[config.mk]
export PLATFORM = sky130hd
export DESIGN_NAME = rms_mode_select
export DESIGN_NICKNAME = d
export VERILOG_FILES = /design/src/rms_pkg.sv /design/src/rms_mode_select.sv /design/src/rms_sync.sv
export SDC_FILE = /design/constraint.sdc
export NUM_CORES = 1
export LEC_CHECK = 0
export ABC_AREA = 1
export BUFFER_PORTS_ARGS = -buffer_cell sky130_fd_sc_hd__buf_2
export CORE_UTILIZATION = 45
export DETAILED_ROUTE_END_ITERATION = 16
export PLACE_DENSITY_LB_ADDON = 0.12
export SLEW_MARGIN = 20
export SYNTH_ARGS = -nofsm -noshare
export SYNTH_HDL_FRONTEND = slang
export SYNTH_SLANG_ARGS = --single-unit
[constraint.sdc]
create_clock -name pclk -period 4 [get_ports pclk]
set_clock_uncertainty 0.15 [all_clocks]
set_input_delay 0.6 -clock pclk [delete_from_list [all_inputs] [get_ports pclk]]
set_output_delay 0.6 -clock pclk [all_outputs]
set_load 0.02 [all_outputs]
[src/rms_pkg.sv]
// package of constants, register map and mode codes for the receiver mode select block
package rms_pkg;

    // ------------------------------------------------------------------
    // register map (byte addresses, one aligned 32-bit word each)
    // ------------------------------------------------------------------
    localparam logic [7:0] RMS_ADDR_CTRL = 8'h00;
    localparam logic [7:0] RMS_ADDR_STATUS = 8'h04;
    localparam logic [7:0] RMS_ADDR_INT_STATUS = 8'h08;
    localparam logic [7:0] RMS_ADDR_INT_MASK = 8'h0c;
    localparam int RMS_ADDR_W = 8;

    // ------------------------------------------------------------------
    // control register fields
    // ------------------------------------------------------------------
    localparam int RMS_CTRL_AUTO_BIT = 0;
    localparam logic RMS_AUTO_RESET = 1'b1;

    // ------------------------------------------------------------------
    // status register fields
    // ------------------------------------------------------------------
    localparam int RMS_ST_MODE_LSB = 0;
    localparam int RMS_ST_MODE_MSB = 2;
    localparam int RMS_ST_LOCK_BIT = 3;
    localparam int RMS_ST_SMPTE_PIN_BIT = 4;
    localparam int RMS_ST_ASI_PIN_BIT = 5;
    localparam int RMS_ST_TFS_BIT = 6;
    localparam int RMS_ST_CONFLICT_BIT = 7;
    localparam int RMS_ST_UPPER_UNDEF_BIT = 8;

    // ------------------------------------------------------------------
    // interrupt status and mask fields (same layout)
    // ------------------------------------------------------------------
    localparam int RMS_INT_W = 3;
    localparam int RMS_INT_LOCK_BIT = 0;
    localparam int RMS_INT_MODE_BIT = 1;
    localparam int RMS_INT_CONFLICT_BIT = 2;
    localparam logic [RMS_INT_W-1:0] RMS_INT_RESET = 3'h0;

    // ------------------------------------------------------------------
    // synchronised pin inputs
    // ------------------------------------------------------------------
    localparam int RMS_SYNC_W = 3;
    localparam int RMS_SYNC_SMPTE = 0;
    localparam int RMS_SYNC_ASI = 1;
    localparam int RMS_SYNC_TFS = 2;

    // ------------------------------------------------------------------
    // operating modes, one-hot
    // ------------------------------------------------------------------
    typedef enum logic [2:0] {
        RMS_MODE_SMPTE = 3'b001,
        RMS_MODE_ASI = 3'b010,
        RMS_MODE_THRU = 3'b100
    } rms_mode_t;

    localparam logic [31:0] RMS_ZERO_WORD = 32'h0000_0000;

endpackage

[src/rms_mode_select.sv]
// operating-mode selection, mode pin control, timing select and apb registers
`timescale 1ns/1ps

// What this block does
// RULE1 - auto mode: drive smpte valid pin, high only when locked to smpte input
// RULE2 - manual mode: release smpte valid pin and sample it as an input
// RULE3 - manual, smpte valid low: no smpte handling, video processing disabled
// RULE4 - manual, smpte valid high: smpte handling and video processing enabled
// RULE5 - manual, both mode pins low: data-through mode, no smpte or asi work
// RULE6 - manual, asi select high: perform asi extraction and processing
// RULE7 - controller holds smpte valid low whenever it drives asi select high
// RULE8 - auto mode: drive asi select pin low, asi streams unsupported
// RULE9 - timing select high: output hsync, vsync, de instead of h, v, f
// RULE10 - provide buffered copy of 27MHz crystal reference for cascading
// RULE11 - asi mode: upper half of twenty-bit output is undefined
// RULE12 - both mode pins high in manual mode: smpte wins, asi ignored
module rms_mode_select
    import rms_pkg::*;
(
    // clock and reset
    input wire logic pclk,
    input wire logic presetn,
    // apb slave
    input wire logic psel,
    input wire logic penable,
    input wire logic pwrite,
    input wire logic [31:0] paddr,
    input wire logic [31:0] pwdata,
    output logic [31:0] prdata,
    output logic pready,
    output logic pslverr,
    // interrupt
    output logic irq,
    // smpte valid pin, two-way
    input wire logic smpte_valid_pin_in,
    output logic smpte_valid_pin_out,
    output logic smpte_valid_pin_oe,
    // asi select pin, two-way
    input wire logic asi_select_pin_in,
    output logic asi_select_pin_out,
    output logic asi_select_pin_oe,
    // timing format select pin
    input wire logic timing_format_select,
    // lock indication from the receive path
    input wire logic smpte_lock,
    // timing from the processing path
    input wire logic hvf_h,
    input wire logic hvf_v,
    input wire logic hvf_f,
    input wire logic cea_hsync,
    input wire logic cea_vsync,
    input wire logic cea_de,
    // timing outputs
    output logic timing_out_h_hsync,
    output logic timing_out_v_vsync,
    output logic timing_out_f_de,
    // mode enables to the processing path
    output logic smpte_proc_en,
    output logic video_proc_en,
    output logic asi_proc_en,
    output logic data_through_en,
    output logic upper_half_undefined,
    // crystal reference
    input wire logic crystal_ref_in,
    output logic crystal_buffer_out
);

    // ------------------------------------------------------------------
    // pin synchronisers
    // ------------------------------------------------------------------
    logic [RMS_SYNC_W-1:0] pin_async;
    logic [RMS_SYNC_W-1:0] pin_sync;

    assign pin_async[RMS_SYNC_SMPTE] = smpte_valid_pin_in;
    assign pin_async[RMS_SYNC_ASI] = asi_select_pin_in;
    assign pin_async[RMS_SYNC_TFS] = timing_format_select;

    rms_sync #(
        .WIDTH(RMS_SYNC_W)
    ) u_pin_sync (
        .pclk(pclk),
        .presetn(presetn),
        .async_in(pin_async),
        .sync_out(pin_sync)
    );

    wire smpte_pin_s = pin_sync[RMS_SYNC_SMPTE];
    wire asi_pin_s = pin_sync[RMS_SYNC_ASI];
    wire tfs_s = pin_sync[RMS_SYNC_TFS];

    // ------------------------------------------------------------------
    // registers and state
    // ------------------------------------------------------------------
    logic auto_manual_bit;
    logic [RMS_INT_W-1:0] int_status;
    logic [RMS_INT_W-1:0] int_mask;
    rms_mode_t mode;
    logic lock_q;
    logic conflict_q;

    // ------------------------------------------------------------------
    // apb decode
    // ------------------------------------------------------------------
    wire [RMS_ADDR_W-1:0] addr_lo = paddr[RMS_ADDR_W-1:0];
    wire addr_high_zero = (paddr[31:RMS_ADDR_W] == '0);
    wire setup_phase = psel && !penable;
    wire access_done = psel && penable && pready;
    wire hit_ctrl = addr_high_zero && (addr_lo == RMS_ADDR_CTRL);
    wire hit_status = addr_high_zero && (addr_lo == RMS_ADDR_STATUS);
    wire hit_int_status = addr_high_zero && (addr_lo == RMS_ADDR_INT_STATUS);
    wire hit_int_mask = addr_high_zero && (addr_lo == RMS_ADDR_INT_MASK);
    wire hit_any = hit_ctrl || hit_status || hit_int_status || hit_int_mask;
    wire wr_done = access_done && pwrite && !pslverr;
    wire wr_ctrl = wr_done && hit_ctrl;
    wire wr_int_status = wr_done && hit_int_status;
    wire wr_int_mask = wr_done && hit_int_mask;

    // ------------------------------------------------------------------
    // mode selection
    // ------------------------------------------------------------------
    // manual mode: smpte pin first, then asi pin, else data-through
    wire manual_smpte = smpte_pin_s; // [RULE4] [RULE12]
    wire manual_asi = !smpte_pin_s && asi_pin_s; // [RULE6] [RULE12]
    // auto mode never selects asi; unlocked input falls back to data-through
    wire auto_smpte = smpte_lock; // [RULE8]
    rms_mode_t next_mode;
    assign next_mode = auto_manual_bit ?
        (auto_smpte ? RMS_MODE_SMPTE : RMS_MODE_THRU) :
        (manual_smpte ? RMS_MODE_SMPTE :
        (manual_asi ? RMS_MODE_ASI : RMS_MODE_THRU)); // [RULE3] [RULE5]

    // pin conflict: controller drives both mode pins high in manual mode
    wire next_conflict = !auto_manual_bit && smpte_pin_s && asi_pin_s; // [RULE7]

    // pin drive: outputs in auto mode, released in manual mode
    wire next_smpte_oe = auto_manual_bit; // [RULE1] [RULE2]
    wire next_smpte_out = auto_manual_bit && smpte_lock; // [RULE1]
    wire next_asi_oe = auto_manual_bit; // [RULE8]

    // ------------------------------------------------------------------
    // events and interrupt
    // ------------------------------------------------------------------
    logic [RMS_INT_W-1:0] events;
    assign events[RMS_INT_LOCK_BIT] = (smpte_lock != lock_q);
    assign events[RMS_INT_MODE_BIT] = (next_mode != mode);
    assign events[RMS_INT_CONFLICT_BIT] = next_conflict && !conflict_q;

    // set wins over write-one-to-clear
    wire [RMS_INT_W-1:0] clear_bits = wr_int_status ? pwdata[RMS_INT_W-1:0] : '0;
    wire [RMS_INT_W-1:0] next_int_status = (int_status & ~clear_bits) | events;
    wire [RMS_INT_W-1:0] next_int_mask = wr_int_mask ? pwdata[RMS_INT_W-1:0] : int_mask;
    wire next_irq = |(next_int_status & next_int_mask);

    // ------------------------------------------------------------------
    // read data
    // ------------------------------------------------------------------
    logic [31:0] status_word;
    logic [31:0] next_rdata;

    always_comb
    begin
        status_word = RMS_ZERO_WORD;
        status_word[RMS_ST_MODE_MSB:RMS_ST_MODE_LSB] = mode;
        status_word[RMS_ST_LOCK_BIT] = lock_q;
        status_word[RMS_ST_SMPTE_PIN_BIT] = smpte_pin_s;
        status_word[RMS_ST_ASI_PIN_BIT] = asi_pin_s;
        status_word[RMS_ST_TFS_BIT] = tfs_s;
        status_word[RMS_ST_CONFLICT_BIT] = conflict_q;
        status_word[RMS_ST_UPPER_UNDEF_BIT] = upper_half_undefined;
    end

    always_comb
    begin
        next_rdata = RMS_ZERO_WORD;
        if (hit_ctrl)
            next_rdata[RMS_CTRL_AUTO_BIT] = auto_manual_bit;
        else if (hit_status)
            next_rdata = status_word;
        else if (hit_int_status)
            next_rdata[RMS_INT_W-1:0] = int_status;
        else if (hit_int_mask)
            next_rdata[RMS_INT_W-1:0] = int_mask;
    end

    // ------------------------------------------------------------------
    // apb answer: ready in the first access cycle
    // ------------------------------------------------------------------
    always_ff @(posedge pclk or negedge presetn)
    begin
        if (!presetn)
        begin
            pready <= 1'b0;
            pslverr <= 1'b0;
            prdata <= RMS_ZERO_WORD;
        end
        else
        begin
            pready <= setup_phase;
            pslverr <= setup_phase && !hit_any;
            if (setup_phase && !pwrite)
                prdata <= next_rdata;
        end
    end

    // ------------------------------------------------------------------
    // software registers
    // ------------------------------------------------------------------
    always_ff @(posedge pclk or negedge presetn)
    begin
        if (!presetn)
        begin
            auto_manual_bit <= RMS_AUTO_RESET;
            int_status <= RMS_INT_RESET;
            int_mask <= RMS_INT_RESET;
            irq <= 1'b0;
        end
        else
        begin
            if (wr_ctrl)
                auto_manual_bit <= pwdata[RMS_CTRL_AUTO_BIT];
            int_status <= next_int_status;
            int_mask <= next_int_mask;
            irq <= next_irq;
        end
    end

    // ------------------------------------------------------------------
    // mode state and pin drive
    // ------------------------------------------------------------------
    always_ff @(posedge pclk or negedge presetn)
    begin
        if (!presetn)
        begin
            mode <= RMS_MODE_THRU;
            lock_q <= 1'b0;
            conflict_q <= 1'b0;
            smpte_valid_pin_oe <= RMS_AUTO_RESET;
            smpte_valid_pin_out <= 1'b0;
            asi_select_pin_oe <= RMS_AUTO_RESET;
            asi_select_pin_out <= 1'b0;
        end
        else
        begin
            mode <= next_mode;
            lock_q <= smpte_lock;
            conflict_q <= next_conflict;
            smpte_valid_pin_oe <= next_smpte_oe; // [RULE2]
            smpte_valid_pin_out <= next_smpte_out; // [RULE1]
            asi_select_pin_oe <= next_asi_oe;
            asi_select_pin_out <= 1'b0; // [RULE8]
        end
    end

    // ------------------------------------------------------------------
    // processing enables
    // ------------------------------------------------------------------
    always_ff @(posedge pclk or negedge presetn)
    begin
        if (!presetn)
        begin
            smpte_proc_en <= 1'b0;
            video_proc_en <= 1'b0;
            asi_proc_en <= 1'b0;
            data_through_en <= 1'b1;
            upper_half_undefined <= 1'b0;
        end
        else
        begin
            smpte_proc_en <= (next_mode == RMS_MODE_SMPTE); // [RULE3] [RULE4]
            video_proc_en <= (next_mode == RMS_MODE_SMPTE); // [RULE3] [RULE4]
            asi_proc_en <= (next_mode == RMS_MODE_ASI); // [RULE6]
            data_through_en <= (next_mode == RMS_MODE_THRU); // [RULE5]
            upper_half_undefined <= (next_mode == RMS_MODE_ASI); // [RULE11]
        end
    end

    // ------------------------------------------------------------------
    // timing output select
    // ------------------------------------------------------------------
    wire next_t_a = tfs_s ? cea_hsync : hvf_h; // [RULE9]
    wire next_t_b = tfs_s ? cea_vsync : hvf_v; // [RULE9]
    wire next_t_c = tfs_s ? cea_de : hvf_f; // [RULE9]

    always_ff @(posedge pclk or negedge presetn)
    begin
        if (!presetn)
        begin
            timing_out_h_hsync <= 1'b0;
            timing_out_v_vsync <= 1'b0;
            timing_out_f_de <= 1'b0;
        end
        else
        begin
            timing_out_h_hsync <= next_t_a;
            timing_out_v_vsync <= next_t_b;
            timing_out_f_de <= next_t_c;
        end
    end

    // ------------------------------------------------------------------
    // crystal buffer
    // ------------------------------------------------------------------
    // a straight buffer: the reference is faster than pclk and cannot be resampled
    assign crystal_buffer_out = crystal_ref_in; // [RULE10]

endmodule

[src/rms_sync.sv]
// two flip-flop synchroniser for a group of asynchronous pin inputs
`timescale 1ns/1ps

module rms_sync #(
    parameter int WIDTH = 1
) (
    // clock and reset
    input wire logic pclk,
    input wire logic presetn,
    // asynchronous inputs and synchronised copies
    input wire logic [WIDTH-1:0] async_in,
    output logic [WIDTH-1:0] sync_out
);

    logic [WIDTH-1:0] stage1;

    // first stage feeds only the second stage
    always_ff @(posedge pclk or negedge presetn)
    begin
        if (!presetn)
        begin
            stage1 <= '0;
            sync_out <= '0;
        end
        else
        begin
            stage1 <= async_in;
            sync_out <= stage1;
        end
    end

endmodule

==> results_dict.tcl <==
set metrics [dict create \
    period_minus_slack_ns 1.77 \
    final_cell_mix "buf_2, nand2_1, dfrtp_1, conb_1, nor2_1" \
    synth_adder_area_share 0 \
    dieHeight_um 67.2 \
    min_from "u_pin_sync.stage1[1]" \
    p_seq_frac 0.525 \
    post_cts_buffers 0 \
    vias_per_cell 4.41 \
    grt.overflow.total 0 \
    dp_hpwl_um 2720 \
    synth.avg_cell_area_um2 9.34 \
    netlist.area_leader.share 0.431 \
    fin_crit_sh 0.442 \
    p_leak_nw 1.26 \
    antenna_cells 0 \
    power_frac_comb 0.129 \
    r2r_start "auto_manual_bit" \
    cts_root_buffer "clkbuf_8" \
    grt_pass1_vias 1299 \
    synthMuxAreaShare 0 \
    detail_route.wirelength_um 3390 \
    tightest_slew_ns 0.790 \
    status "finished, final reports clean" \
    synth_xor_area_frac 0.0183 \
    final_layout_size_suffix_gt1_frac 0.396 \
    wl_per_cell_um 10.3 \
    clk_pin_slew_ns 0.06 \
    path_class "in2reg" \
    setup_viol 0 \
    io_pins 128 \
    timing.rr.end "irq" \
    route.vias.total 1446 \
    switching_share 0.253 \
    yosysWarnings 0 \
    critPathLaunchType "input port" \
    max-slew-margin-rel 0.473 \
    cts_resized 0 \
    antenna_found_initial 0 \
    worstPathMaxFanout 13 \
    synthTopCellsByArea "dfrtp_1, buf_4, nand2_1" \
    cp-end-kind "flop" \
    numCtsBuffers 5 \
    yosysUniqueCellTypes 24 \
    slew_violations 0 \
    cts_tree "yes" \
    cp.arrival_ns 1.83 \
    ys_ff_latch 37 \
    p_total_mw 0.744 \
    hold_depth 0 \
    hold_viol_final 0 \
    htreeDepth 2 \
    drc_errors 0 \
    synthesis.area_um2 1910 \
    ys_seq_area_frac 0.486 \
    powerDensity_nw_per_um2 325 \
    layout_commonest_cell "buf_2" \
    clkLatencyLatePin_ns 0.29 \
    grtUsageTotal 0.171 \
    hp-class "reg2reg" \
    r2r_cells 9 \
    start_util 0.475 \
    final.setup.tns_ns 0 \
    nNetsFinal 358 \
    area_delta_synth_final_pct 19.5 \
    grt_max_degree 38 \
    drtAntennaViolNets 0 \
    netlist.top_cell.by_area "dfrtp_1" \
    portBuffers 72 \
    gp_congestion 0.769 \
    critPathRequiredTime_ns 4.06 \
    postSynthCellCount 205 \
    rows 23 \
    fmax_mhz 565 \
    fp.dieW_um 67.2 \
    r2r_slack_ns 2.34 \
    synthSimpleGateAreaFrac 0.309 \
    p_sw_mw 0.189 \
    grt_first_pass_wirelength_um 5600 \
    hold_end "u_pin_sync.sync_out[1]" \
    max-cap-violations 0 \
    core_area_um2 4030 \
    synth_compound_area_frac 0.0288 \
    drt_pass1_iterations 4 \
    intPower_mw 0.555 \
    clock_power_share 0.345 \
    clk_path_buf_depth 2 \
    clkSinkCount 37 \
    rsz0062_at_grt "no" \
    synth_top_family_by_area "simple AND/OR/NAND/NOR gates" \
    hold_buffers 0 \
    first_iter_violations 96 \
    peakVddDrop_mv 0.240 \
    die-area_um2 4520 \
]
synth_stat cells:
cell,count
nor3_4,3
o21ai_2,4
dfrtp_1,33
buf_4,28
nor3b_2,1
nand3_4,2
nor2_1,19
nor2_2,6
nand4_4,1
xor2_1,3
o21ai_1,4
dfstp_2,4
nor2_8,1
nand3_1,16
conb_1,1
inv_1,7
inv_2,4
buf_6,1
nand2_2,4
nand4_1,4
xnor2_1,1
nor3_1,4
nand2_1,52
bufinv_8,2
final cells by class:
type	count	area (um2)
Timing Repair Buffer	72	360
Tap cell	50	62.6
Sequential cell	37	931
Inverter	13	76.3
Fill cell	390	1740
Multi-Input combinational cell	149	772
Clock buffer	7	86.3
logic make-up after synthesis:
family / after synthesis
compound gates: 8
flops: 37
simple gates: 113
other cells: 1
buf+inv: 42
xor+xnor: 4
critical path, stage by stage:
cell and delay [ns]:
buf_2 0.09, nor2_1 0.09, nand2_1 0.05, nor2_1 0.13, nand2_2 0.12, nor2_8 0.20, nand2_2 0.09, nor3_4 0.20
nand2_2 0.13, o21ai_2 0.12
per-stage QoR:
step | utilization | instances | instance area, um2 | setup slack [ns] | hold WS [ns]
3_5_place_dp | 0.547 | 321 | 2200 | 1.92 | 0.186
5_1_grt | 0.568 | 328 | 2290 | 2.12 | 0.205
4_1_cts | 0.568 | 328 | 2290 | 2.22 | 0.202
3_3_place_gp | 0.547 | 321 | 2200 | 1.94 | 0.183
2_1_floorplan | - | 228 | 2000 | 2.20 | 0.154
6_report | 0.568 | 328 | 2290 | 2.23 | 0.199
layer usage:
layer | part of all wire | wire [um] | track usage | vias to the layer above
li1 | - | - | - | 747
met1 | 0.43 | 1450 | 0.212 | 638
met2 | 0.49 | 1660 | 0.283 | 57
met3 | 0.075 | 255 | 0.0625 | 4
met4 | 0.0086 | 29 | 0.0399 | 0
met5 | 0 | 0 | 0 | -
power groups by stage:
stage | logic [mW] | clock network [mW] | registers [mW]
2_1_floorplan | 0.0696 | 0 | 0.404
3_3_place_gp | 0.0964 | 0 | 0.398
3_5_place_dp | 0.0975 | 0 | 0.398
4_1_cts | 0.0977 | 0.265 | 0.391
5_1_grt | 0.108 | 0.282 | 0.392
6_report | 0.0962 | 0.257 | 0.391
how the worst max path moves through the flow:
| stage | start | endpoint | slack, ns | depth (start not counted) |
|---|---|---|---|---|
| 2_1_floorplan | paddr[13] | irq | 2.20 | 9 |
| 3_3_place_gp | paddr[23] | prdata[4] | 1.94 | 10 |
| 3_5_place_dp | paddr[23] | prdata[7] | 1.92 | 10 |
| 4_1_cts | paddr[9] | prdata[7] | 2.22 | 10 |
| 5_1_grt | paddr[27] | prdata[7] | 2.12 | 10 |
| 6_report | paddr[23] | prdata[7] | 2.23 | 10 |
sequential cells by signal (all words and copies together), names as in the netlist:
register	count
timing_out_h_hsync	1
smpte_valid_pin_out	1
pready	1
auto_manual_bit	1
pslverr	1
irq	1
conflict_q	1
mode	2
video_proc_en	1
lock_q	1
upper_half_undefined	1
int_status	3
timing_out_v_vsync	1
prdata	9
timing_out_f_de	1
u_pin_sync.sync_out	3
u_pin_sync.stage1	3
asi_select_pin_oe	1
int_mask	3
data_through_en	1
No activity file was read; power rests on OpenSTA's default activity.
